$ cat src/include/ue_defines.svh
// constants for the eight-bit serial port
`ifndef UE_DEFINES_SVH
`define UE_DEFINES_SVH

// ----------------------------------------
// control register layout
// ----------------------------------------
`define UE_CTRL_RESET 8'h00
`define UE_CTRL_FWS_BIT 7
`define UE_CTRL_MCE_BIT 5
`define UE_CTRL_REN_BIT 4
`define UE_CTRL_TX9_BIT 3
`define UE_CTRL_RSB_BIT 2
`define UE_CTRL_TDF_BIT 1
`define UE_CTRL_RDF_BIT 0

// ----------------------------------------
// frame and timer constants
// ----------------------------------------
`define UE_DATA_BITS_8 4'd8
`define UE_DATA_BITS_9 4'd9
`define UE_LINE_IDLE 1'b1
`define UE_TIMER_MAX 8'hff
`define UE_PSC_DIV12 2'b00
`define UE_PSC_DIV4 2'b01
`define UE_PSC_DIV48 2'b10
`define UE_DIV_12 6'd12
`define UE_DIV_4 6'd4
`define UE_DIV_48 6'd48
`define UE_DIV_OTHER 6'd8

`endif

$ cat src/include/ue_pkg.sv
// types shared by the eight-bit serial port
`default_nettype none
package ue_pkg;

    // control register, bit 7 down to bit 0
    typedef struct packed {
        logic frame_width_select;
        logic reserved6;
        logic multiproc_check_enable;
        logic rx_enable_bit;
        logic tx_ninth_bit;
        logic received_stop_bit;
        logic tx_done_flag;
        logic rx_done_flag;
    } ue_ctrl_s;

    // baud timer setup
    typedef struct packed {
        logic timer_clock_select;
        logic [1:0] prescale_select;
        logic [7:0] reload;
    } ue_baud_cfg_s;

    typedef enum logic [3:0] {
        UE_TX_IDLE = 4'b0001,
        UE_TX_ARM = 4'b0010,
        UE_TX_DATA = 4'b0100,
        UE_TX_STOP = 4'b1000
    } ue_tx_state_e;

    typedef enum logic [3:0] {
        UE_RX_IDLE = 4'b0001,
        UE_RX_START = 4'b0010,
        UE_RX_DATA = 4'b0100,
        UE_RX_STOP = 4'b1000
    } ue_rx_state_e;

endpackage : ue_pkg
`default_nettype wire

$ cat src/hw/ue_baud_gen.sv
// prescaler and eight-bit auto-reload baud timer
`include "ue_defines.svh"
`default_nettype none
module ue_baud_gen import ue_pkg::*; (
    input wire logic clk_sys_in,
    input wire logic rst_b_in,
    input wire ue_baud_cfg_s cfg_in,
    input wire logic restart_in,
    output logic ovf_out
);
    // ----------------------------------------
    // prescaler
    // ----------------------------------------
    logic [5:0] pre_cnt_reg;
    logic [7:0] timer_reg;
    wire [5:0] pre_div = (cfg_in.prescale_select == `UE_PSC_DIV12) ? `UE_DIV_12 :
        (cfg_in.prescale_select == `UE_PSC_DIV4) ? `UE_DIV_4 :
        (cfg_in.prescale_select == `UE_PSC_DIV48) ? `UE_DIV_48 : `UE_DIV_OTHER;
    wire pre_wrap = (pre_cnt_reg == pre_div - 6'd1);
    wire timer_tick = cfg_in.timer_clock_select | pre_wrap;
    wire timer_wrap = timer_tick && (timer_reg == `UE_TIMER_MAX);

    always_ff @(posedge clk_sys_in or negedge rst_b_in) begin
        if (!rst_b_in) begin
            pre_cnt_reg <= 6'h00;
        end else if (restart_in || pre_wrap) begin
            pre_cnt_reg <= 6'h00;
        end else begin
            pre_cnt_reg <= pre_cnt_reg + 6'd1;
        end
    end

    // ----------------------------------------
    // auto-reload timer
    // ----------------------------------------
    always_ff @(posedge clk_sys_in or negedge rst_b_in) begin
        if (!rst_b_in) begin
            timer_reg <= 8'h00;
            ovf_out <= 1'b0;
        end else if (restart_in) begin
            timer_reg <= cfg_in.reload;
            ovf_out <= 1'b0;
        end else begin
            ovf_out <= timer_wrap;
            if (timer_wrap) begin
                timer_reg <= cfg_in.reload;
            end else if (timer_tick) begin
                timer_reg <= timer_reg + 8'd1;
            end
        end
    end
endmodule : ue_baud_gen
`default_nettype wire

$ cat src/hw/ue_sync.sv
// two flip-flop synchroniser for a pin input
`default_nettype none
module ue_sync #(
    parameter logic RST_VAL = 1'b1
) (
    input wire logic clk_sys_in,
    input wire logic rst_b_in,
    input wire logic async_in,
    output logic sync_out
);
    logic meta_reg;

    always_ff @(posedge clk_sys_in or negedge rst_b_in) begin
        if (!rst_b_in) begin
            meta_reg <= RST_VAL;
            sync_out <= RST_VAL;
        end else begin
            meta_reg <= async_in;
            sync_out <= meta_reg;
        end
    end
endmodule : ue_sync
`default_nettype wire

$ cat src/hw/ue_uart8.sv
// eight- and nine-bit mode serial port: transmitter, receiver, control flags
`include "ue_defines.svh"
`default_nettype none
module ue_uart8 import ue_pkg::*; (
    input wire logic clk_sys_in,
    input wire logic rst_b_in,
    input wire logic ctrl_wr_in,
    input wire ue_ctrl_s ctrl_wdata_in,
    output ue_ctrl_s ctrl_out,
    input wire logic buf_wr_in,
    input wire logic [7:0] buf_wdata_in,
    output logic [7:0] buf_rdata_out,
    input wire ue_baud_cfg_s baud_cfg_in,
    input wire logic irq_enable_in,
    output logic serial_irq_out,
    output logic tx_busy_out,
    input wire logic serial_in_pin_in,
    output logic serial_out_pin_out
);
    // ----------------------------------------
    // declarations
    // ----------------------------------------
    ue_ctrl_s ctrl_reg;
    ue_ctrl_s ctrl_next;
    ue_tx_state_e tx_state_reg;
    ue_rx_state_e rx_state_reg;
    logic [8:0] tx_shift_reg;
    logic [3:0] tx_cnt_reg;
    logic tx_nine_reg;
    logic tx_half_reg;
    logic tx_ovf;
    logic rx_ovf;
    logic rx_start_edge;
    logic rx_s;
    logic rx_prev_reg;
    logic rx_half_reg;
    logic rx_nine_reg;
    logic [3:0] rx_cnt_reg;
    logic [8:0] rx_shift_reg;
    logic [7:0] rx_buf_reg;

    // ----------------------------------------
    // baud timing
    // ----------------------------------------
    ue_baud_gen u_tx_baud (
        .clk_sys_in(clk_sys_in),
        .rst_b_in(rst_b_in),
        .cfg_in(baud_cfg_in),
        .restart_in(1'b0),
        .ovf_out(tx_ovf)
    );

    ue_baud_gen u_rx_baud (
        .clk_sys_in(clk_sys_in),
        .rst_b_in(rst_b_in),
        .cfg_in(baud_cfg_in),
        .restart_in(rx_start_edge),
        .ovf_out(rx_ovf)
    );

    ue_sync #(.RST_VAL(`UE_LINE_IDLE)) u_rx_sync (
        .clk_sys_in(clk_sys_in),
        .rst_b_in(rst_b_in),
        .async_in(serial_in_pin_in),
        .sync_out(rx_s)
    );

    // ----------------------------------------
    // decode
    // ----------------------------------------
    wire tx_tick = tx_ovf & tx_half_reg;
    wire rx_sample = rx_ovf & rx_half_reg;
    wire [3:0] tx_nbits = tx_nine_reg ? `UE_DATA_BITS_9 : `UE_DATA_BITS_8;
    wire [3:0] rx_nbits = rx_nine_reg ? `UE_DATA_BITS_9 : `UE_DATA_BITS_8;
    wire tx_idle = (tx_state_reg == UE_TX_IDLE);
    wire tx_launch = buf_wr_in && tx_idle;
    wire tx_to_stop = (tx_state_reg == UE_TX_DATA) && tx_tick && (tx_cnt_reg == tx_nbits);
    wire rx_idle = (rx_state_reg == UE_RX_IDLE);
    assign rx_start_edge = rx_idle && ctrl_reg.rx_enable_bit && rx_prev_reg && !rx_s;
    wire rx_frame_end = (rx_state_reg == UE_RX_STOP) && rx_sample;
    wire [7:0] rx_byte = rx_nine_reg ? rx_shift_reg[7:0] : rx_shift_reg[8:1];
    wire rx_tag_bit = rx_nine_reg ? rx_shift_reg[8] : rx_s;
    wire rx_accept = !ctrl_reg.rx_done_flag
        && (!ctrl_reg.multiproc_check_enable || rx_tag_bit);
    wire rx_load = rx_frame_end && rx_accept;

    // ----------------------------------------
    // control register
    // ----------------------------------------
    always_comb begin
        ctrl_next = ctrl_reg;
        if (ctrl_wr_in) begin
            ctrl_next = ctrl_wdata_in;
        end
        ctrl_next.reserved6 = 1'b0;
        if (tx_to_stop) begin
            ctrl_next.tx_done_flag = 1'b1;
        end
        if (rx_load) begin
            ctrl_next.rx_done_flag = 1'b1;
            ctrl_next.received_stop_bit = rx_tag_bit;
        end
    end

    always_ff @(posedge clk_sys_in or negedge rst_b_in) begin
        if (!rst_b_in) begin
            ctrl_reg <= `UE_CTRL_RESET;
        end else begin
            ctrl_reg <= ctrl_next;
        end
    end

    assign ctrl_out = ctrl_reg;
    assign serial_irq_out = irq_enable_in && (ctrl_reg.tx_done_flag || ctrl_reg.rx_done_flag);
    assign tx_busy_out = !tx_idle;
    assign buf_rdata_out = rx_buf_reg;

    // ----------------------------------------
    // transmitter
    // ----------------------------------------
    always_ff @(posedge clk_sys_in or negedge rst_b_in) begin
        if (!rst_b_in) begin
            tx_half_reg <= 1'b0;
        end else if (tx_ovf) begin
            tx_half_reg <= !tx_half_reg;
        end
    end

    always_ff @(posedge clk_sys_in or negedge rst_b_in) begin
        if (!rst_b_in) begin
            tx_state_reg <= UE_TX_IDLE;
            tx_shift_reg <= 9'h000;
            tx_cnt_reg <= 4'h0;
            tx_nine_reg <= 1'b0;
            serial_out_pin_out <= `UE_LINE_IDLE;
        end else begin
            unique case (tx_state_reg)
                UE_TX_IDLE: begin
                    serial_out_pin_out <= `UE_LINE_IDLE;
                    if (tx_launch) begin
                        tx_shift_reg <= {ctrl_reg.tx_ninth_bit, buf_wdata_in};
                        tx_nine_reg <= ctrl_reg.frame_width_select;
                        tx_cnt_reg <= 4'h0;
                        tx_state_reg <= UE_TX_ARM;
                    end
                end
                UE_TX_ARM: begin
                    if (tx_tick) begin
                        serial_out_pin_out <= 1'b0;
                        tx_state_reg <= UE_TX_DATA;
                    end
                end
                UE_TX_DATA: begin
                    if (tx_to_stop) begin
                        serial_out_pin_out <= 1'b1;
                        tx_state_reg <= UE_TX_STOP;
                    end else if (tx_tick) begin
                        serial_out_pin_out <= tx_shift_reg[0];
                        tx_shift_reg <= {1'b0, tx_shift_reg[8:1]};
                        tx_cnt_reg <= tx_cnt_reg + 4'd1;
                    end
                end
                UE_TX_STOP: begin
                    if (tx_tick) begin
                        tx_state_reg <= UE_TX_IDLE;
                    end
                end
                default: begin
                    tx_state_reg <= UE_TX_IDLE;
                end
            endcase
        end
    end

    // ----------------------------------------
    // receiver
    // ----------------------------------------
    always_ff @(posedge clk_sys_in or negedge rst_b_in) begin
        if (!rst_b_in) begin
            rx_prev_reg <= `UE_LINE_IDLE;
            rx_half_reg <= 1'b0;
        end else begin
            rx_prev_reg <= rx_s;
            if (rx_start_edge || ((rx_state_reg == UE_RX_START) && rx_ovf)) begin
                rx_half_reg <= 1'b0;
            end else if (rx_ovf) begin
                rx_half_reg <= !rx_half_reg;
            end
        end
    end

    always_ff @(posedge clk_sys_in or negedge rst_b_in) begin
        if (!rst_b_in) begin
            rx_state_reg <= UE_RX_IDLE;
            rx_cnt_reg <= 4'h0;
            rx_shift_reg <= 9'h000;
            rx_nine_reg <= 1'b0;
        end else begin
            unique case (rx_state_reg)
                UE_RX_IDLE: begin
                    if (rx_start_edge) begin
                        rx_nine_reg <= ctrl_reg.frame_width_select;
                        rx_cnt_reg <= 4'h0;
                        rx_state_reg <= UE_RX_START;
                    end
                end
                UE_RX_START: begin
                    if (rx_ovf) begin
                        rx_state_reg <= rx_s ? UE_RX_IDLE : UE_RX_DATA;
                    end
                end
                UE_RX_DATA: begin
                    if (rx_sample) begin
                        rx_shift_reg <= {rx_s, rx_shift_reg[8:1]};
                        rx_cnt_reg <= rx_cnt_reg + 4'd1;
                        if (rx_cnt_reg == rx_nbits - 4'd1) begin
                            rx_state_reg <= UE_RX_STOP;
                        end
                    end
                end
                UE_RX_STOP: begin
                    if (rx_sample) begin
                        rx_state_reg <= UE_RX_IDLE;
                    end
                end
                default: begin
                    rx_state_reg <= UE_RX_IDLE;
                end
            endcase
        end
    end

    always_ff @(posedge clk_sys_in or negedge rst_b_in) begin
        if (!rst_b_in) begin
            rx_buf_reg <= 8'h00;
        end else if (rx_load) begin
            rx_buf_reg <= rx_byte;
        end
    end
endmodule : ue_uart8
`default_nettype wire

$ cat config.mk
export PLATFORM = sky130hd
export DESIGN_NAME = ue_uart8
export DESIGN_NICKNAME = d
export VERILOG_FILES = /design/src/include/ue_pkg.sv /design/src/hw/ue_baud_gen.sv /design/src/hw/ue_sync.sv /design/src/hw/ue_uart8.sv
export VERILOG_INCLUDE_DIRS = /design/src /design/src/include
export SDC_FILE = /design/constraint.sdc
export NUM_CORES = 1
export LEC_CHECK = 0
export BUFFER_PORTS_ARGS = -buffer_cell sky130_fd_sc_hd__buf_2
export CAP_MARGIN = 20
export CORE_MARGIN = 2
export CORE_UTILIZATION = 50
export CTS_CLUSTER_DIAMETER = 100
export DETAILED_ROUTE_END_ITERATION = 8
export PLACE_DENSITY = 0.82
export SLEW_MARGIN = 20
export SYNTH_ARGS = -nofsm -noshare
export SYNTH_HDL_FRONTEND = slang
export SYNTH_SLANG_ARGS = --single-unit
$ cat constraint.sdc
create_clock -name clk_sys_in -period 5.3 [get_ports clk_sys_in]
set_input_delay 0.53 -clock clk_sys_in [delete_from_list [all_inputs] [get_ports clk_sys_in]]
set_output_delay 0.53 -clock clk_sys_in [all_outputs]
set_load 0.02 [all_outputs]
# Yosys cells after proc, flatten, opt, wreduce, memory -nomap -nowiden
# Cells that the tools add are included.
# word_totals
ff_bits,87
in_bits,33
out_inout_bits,19
word_cells,156
# op_classes
n_addsub,8
eq_ne,28
n_mux,48
n_bitwise,4
n_reduce_logical,40
# ops
cell,count
$mux W4,14
$mux W8,6
$pmux W4 S4,2
$mux W6,5
$mux W9,3
$ne A2 B2 Y1 const B,9
$pmux W9 S2,1
$add A8 B1 Y8 const B,2
$eq A8 B8 Y1 const B,2
$pmux W4 S2,2
$logic_and A1 B1 Y1,13
$add A6 B1 Y6 const B,2
$eq A6 B6 Y1,2
$mux W1,12
$reduce_bool A2 Y1,6
$add A4 B1 Y4 const B,2
$eq A4 B1 Y1 const B,2
$eq A4 B2 Y1 const B,2
$eq A4 B3 Y1 const B,2
$eq A4 B4 Y1,2
$eq A4 B4 Y1 const B,2
$reduce_and A4 Y1,2
$logic_not A1 Y1,6
$mux W3,2
other kinds (15),25

# Logic depth before layout (Yosys ltp)
# logic_depth
word_depth,10
mapped_depth,7

# Cells and area by module
# From an unflattened synthesis, not the netlist that was laid out.
# hier_totals
cells_unflattened,453
area_unflattened_um2,4510.6
# modules_own_cells
mod,n_inst,cells_per_inst,area_each_um2
ue_uart8,1,261,2656.3
ue_baud_gen,2,95,900.9
ue_sync,1,2,52.6

# Worst setup path before layout
# OpenSTA, ideal clock, no wires.
# synth_timing
path_kind,flip-flop to flip-flop
from,register rx_state_reg[0]
to,register u_rx_baud.timer_reg[5]
setup_time_ns,0.094
arrival_time_ns,1.939
setup_slack_ns,3.267
stages_incl_launch_ff,8
path_buffers,1
period_less_slack_ns,2.033
path_cell_list,dfstp_2 -> or4b_4 -> or2_4 -> o21ai_4 -> nand2b_1 -> buf_6 -> o21ai_2 -> a221oi_2
# synth_between
elab_chain_cells,5
# synth_rtl
item,line,source
"start, declared",ue_uart8.sv:26,ue_rx_state_e rx_state_reg;
"start signal, assigned",ue_uart8.sv:209,rx_state_reg <= rx_s ? UE_RX_IDLE : UE_RX_DATA;
$eq A4 B1 Y1 *,ue_uart8.sv:78,wire rx_idle = (rx_state_reg == UE_RX_IDLE);
$logic_and A1 B1 Y1 * (3 in a row),ue_uart8.sv:79,assign rx_start_edge = rx_idle && ctrl_reg.rx_enable_bit && rx_prev_reg && !rx_s;
$reduce_bool A3 Y1 (no source line) or $mux W8 (tied branches),--,
"end signal, assigned",ue_baud_gen.sv:41,timer_reg <= cfg_in.reload;
"end signal, assigned",ue_baud_gen.sv:46,timer_reg <= cfg_in.reload;
"end signal, assigned",ue_baud_gen.sv:48,timer_reg <= timer_reg + 8'd1;
"end, declared",ue_baud_gen.sv:15,logic [7:0] timer_reg;
# Mark *: on every way between the ends. The rest lies on a longest branch, timed or not.
# A chain may end at the register's enable or synchronous reset.

# Worst setup path in the final report
# layout_timing
from,register tx_state_reg[2]
to,register tx_cnt_reg[3]
# layout_between
elab_chain_cells,5
# layout_rtl
item,line,source
"start, declared",ue_uart8.sv:25,ue_tx_state_e tx_state_reg;
"start signal, assigned",ue_uart8.sv:131,tx_state_reg <= UE_TX_IDLE;
"start signal, assigned",ue_uart8.sv:144,tx_state_reg <= UE_TX_ARM;
"start signal, assigned",ue_uart8.sv:150,tx_state_reg <= UE_TX_DATA;
$eq A4 B3 Y1,"ue_uart8.sv:77, ue_uart8.sv:137",
$logic_and A1 B1 Y1 (2 in a row),ue_uart8.sv:77,wire tx_to_stop = (tx_state_reg == UE_TX_DATA) && tx_tick && (tx_cnt_reg == tx_nbits);
$ne A2 B2 Y1 (no source line),--,
$reduce_and A4 Y1 (no source line),--,
"end signal, assigned",ue_uart8.sv:160,tx_cnt_reg <= tx_cnt_reg + 4'd1;
"end, declared",ue_uart8.sv:28,logic [3:0] tx_cnt_reg;
# Parallel ways exist; a longest one is shown, timed or not.

==> results.sh <==
export IMPL_syn2layout_area_growth_pct=12.03
export IMPL_layout_nets=493
export IMPL_grt_usage_pct=18.77
export IMPL_fillCellCount=728
export IMPL_synth_area_sq_um=4200
export IMPL_dieArea_sq_um=9150
export IMPL_crit_family="simple AND/OR/NAND/NOR gates"
export IMPL_worstPathArrival_ns=2.58
export IMPL_required_ns=5.55
export IMPL_slowest_delay_ns=0.56
export IMPL_critPathSlowestCell="dfrtp_1"
export IMPL_yosysWarnings=0
export IMPL_period_needed_ns=2.334
export IMPL_path_buf_inv=0
export IMPL_grt_max_degree=88
export IMPL_regArea_sq_um=2185
export IMPL_setup_viol=0
export IMPL_pin_count=52
export IMPL_cts_hold_buffers=0
export IMPL_antenna_found_initial=1
export IMPL_synth_top_area_share_pct=48.26
export IMPL_syn_nets=447
export IMPL_worst_hold_slack_ns=0.2284
export IMPL_ctsResizeCount=0
export IMPL_hold_viol=0
export IMPL_clockRootBuffer="clkbuf_8"
export IMPL_gp_congestion=0.8831
export IMPL_worstMarginPinSlew_ns=0.9907
export IMPL_die_h_um=95.66
export IMPL_min_period_over_period_pct=44.03
export IMPL_coreArea_sq_um=8175
export IMPL_vias=3124
export IMPL_drc_errors=0
export IMPL_dp_hpwl_mm=5.559
export IMPL_synth_area_per_cell_sq_um=10.29
export IMPL_portBuffers=49
export IMPL_clockBufferDepth=2
export IMPL_grt_pass1_wl_mm=13.46
export IMPL_slew_violations=0
export IMPL_multi_input_area_sq_um=1904
export IMPL_die_w_um=95.66
export IMPL_critPathLaunchType="register"
export IMPL_grt_overflow_total=0
export IMPL_insertedDiodeCount=0
export IMPL_tns_ns=0
export IMPL_clk_latency_ns=0.35
export IMPL_final_cells=564
export IMPL_worst_slack_ns=2.966
export IMPL_maxCapViolations=0
export IMPL_ys_ff_latch=87
export IMPL_synthArstFlopShare_pct=100.0
export IMPL_numCtsBuffers=9
export IMPL_drive_gt1_share_pct=21.13
export IMPL_synth_cells=408
export IMPL_path_clk_slew_ns=0.09
export IMPL_clock_sinks=87
export IMPL_wire_per_inst_um=14.23
export IMPL_fmax_ghz=0.4285
export IMPL_criticalPathCategory="reg2reg"
export IMPL_cp_end_kind="register"
export IMPL_first_pass_iters=5
export IMPL_ant_nets=0
export IMPL_wl_mm=8.026
export IMPL_grt_setup_unrepaired="false"
export IMPL_cp_depth=6
export IMPL_dr_first_iter_drc_count=117
export IMPL_grt_pass1_vias=2951
export IMPL_worstPathCellList="or3b_2 -> a311o_1 -> nand2_1 -> nand4_1 -> xor2_1 -> nor2_1"
export IMPL_p_leak_nw=2.131
export IMPL_status="completed"
export IMPL_vdd_ir_drop_max_v=0.0002199
export IMPL_synth_edf_count=0
export IMPL_synthDistinctLibCells=63
export IMPL_r2r_cells=6
export IMPL_finalClockSkew_ns=0.01296
export IMPL_synthFlopType="dfrtp_1"
export IMPL_synth_area_top_cells="dfrtp_1 (48%), nor2_1 (6.0%), mux2_2 (4.0%)"
export IMPL_synth_top_area_cell="dfrtp_1"
export IMPL_relSlewSlack_pct=33.35
export IMPL_power_w=0.002036
export IMPL_start_util_pct=51.38
export IMPL_rows=33
export IMPL_placed_cells=548
export IMPL_cts_tree="built"
export IMPL_via_per_inst=5.539
export IMPL_seq_area_frac_synth_pct=52.01
export IMPL_htreeDepth=3
export IMPL_dp_slack_ns=2.791
export IMPL_hold_path_class="in2async"
export IMPL_cts_setup_buffers=0
export IMPL_crit_fanout=12
export IMPL_power_density_nw_per_um2=432.7
routing by layer:
| layer | vias to the layer above | global-route usage [%] | part of all wire [%] |
|---|---|---|---|
| met2 | 58 | 30.36 | 48 |
| met5 | - | 0 | 0.16 |
| li1 | 1543 | - | - |
| met1 | 1506 | 25.35 | 46 |
| met4 | 2 | 6.548 | 1.6 |
| met3 | 15 | 3.636 | 4.2 |
final timing paths:
| kind | end | start | slack, ns |
|---|---|---|---|
| worst max-delay path | tx_cnt_reg[3] | tx_state_reg[2] | 2.97 |
| worst min-delay path | buf_rdata_out[6] | rst_b_in | 0.23 |
| worst max register to register | tx_cnt_reg[3] | tx_state_reg[2] | 2.97 |
| worst min register to register | u_rx_sync.sync_out | u_rx_sync.meta_reg | 0.36 |
| max in group asynchronous | tx_shift_reg[6] | rst_b_in | 4.57 |
| min in group clk_sys_in | u_rx_sync.meta_reg | serial_in_pin_in | 0.27 |
power by group:
| part | internal [W] | leakage, nW | switching [W] |
|---|---|---|---|
| Clock | 0.000217 | 0.0960 | 0.000235 |
| Sequential | 0.000838 | 1.09 | 0.000185 |
| Combinational | 0.000268 | 0.946 | 0.000294 |
stage by stage:
| step | utilization, % | instance area, sq um |
|---|---|---|
| detailed placement | 55.20 | 4513 |
| floorplan | - | 4200 |
| global placement | 55.20 | 4513 |
| CTS | 57.51 | 4702 |
| global route | 57.56 | 4706 |
| finish | 57.56 | 4706 |
layout by cell type, fill, tap and decap left out, drive strengths merged, types with 2 or more instances in the layout:
| cell | n |
|---|---|
| dfrtp | 81 |
| nor2 | 67 |
| buf | 49 |
| nand2 | 27 |
| a21oi | 23 |
| mux2 | 15 |
| mux2i | 15 |
| nand3 | 14 |
| o21ai | 13 |
| inv | 12 |
| xnor2 | 12 |
| nor3 | 10 |
| clkbuf | 10 |
| o22ai | 9 |
| xor2 | 8 |
| o31ai | 6 |
| ha | 6 |
| dfstp | 6 |
| nor3b | 5 |
| and3 | 5 |
| nand4 | 5 |
| nand3b | 5 |
| a31oi | 5 |
| nor2b | 4 |
| a22oi | 4 |
| clkinv | 4 |
| and2 | 2 |
| o21a | 2 |
| nor4b | 2 |
| nand2b | 2 |
| a22o | 2 |
| or3 | 2 |
| a211oi | 2 |
| or4b | 2 |
kinds of logic (layout without fill, tap and decap cells):
kind of cell               Yosys count  in the layout  synth area share, %
muxes                               30             30                7.596
buffers and inverters               26             77                2.651
xor gates and xnor gates            20             20                4.170
DFF                                 87             87                52.01
other                                1              1              0.08928
and+or+nand+nor                    158            158                18.14
AOI/OAI and AO/OA                   80             80                13.55
adders and majority gates            6              6                1.787
Yosys cell counts, drive strengths merged, types with 2 or more instances:
cell type   n
a211oi      2
a21oi      23
a22o        2
a22oi       4
a31oi       5
and2        2
and3        5
buf         5
clkbuf      9
dfrtp      81
dfstp       6
ha          6
inv        12
mux2       15
mux2i      15
nand2      27
nand2b      2
nand3      14
nand3b      5
nand4       5
nor2       67
nor2b       4
nor3       10
nor3b       5
nor4b       2
o21a        2
o21ai      13
o22ai       9
o31ai       6
or3         2
or4b        2
xnor2      12
xor2        8
final cells by class:
| class | instances | share of cell area [%] |
|---|---|---|
| Sequential cell | 87 | 46.42 |
| Tap cell | 105 | 2.792 |
| Multi-Input combinational cell | 295 | 40.47 |
| Clock buffer | 10 | 2.712 |
| Inverter | 12 | 0.9572 |
| Clock inverter | 6 | 1.303 |
| Timing Repair Buffer | 49 | 5.344 |
(Power assumes the default switching activity.)
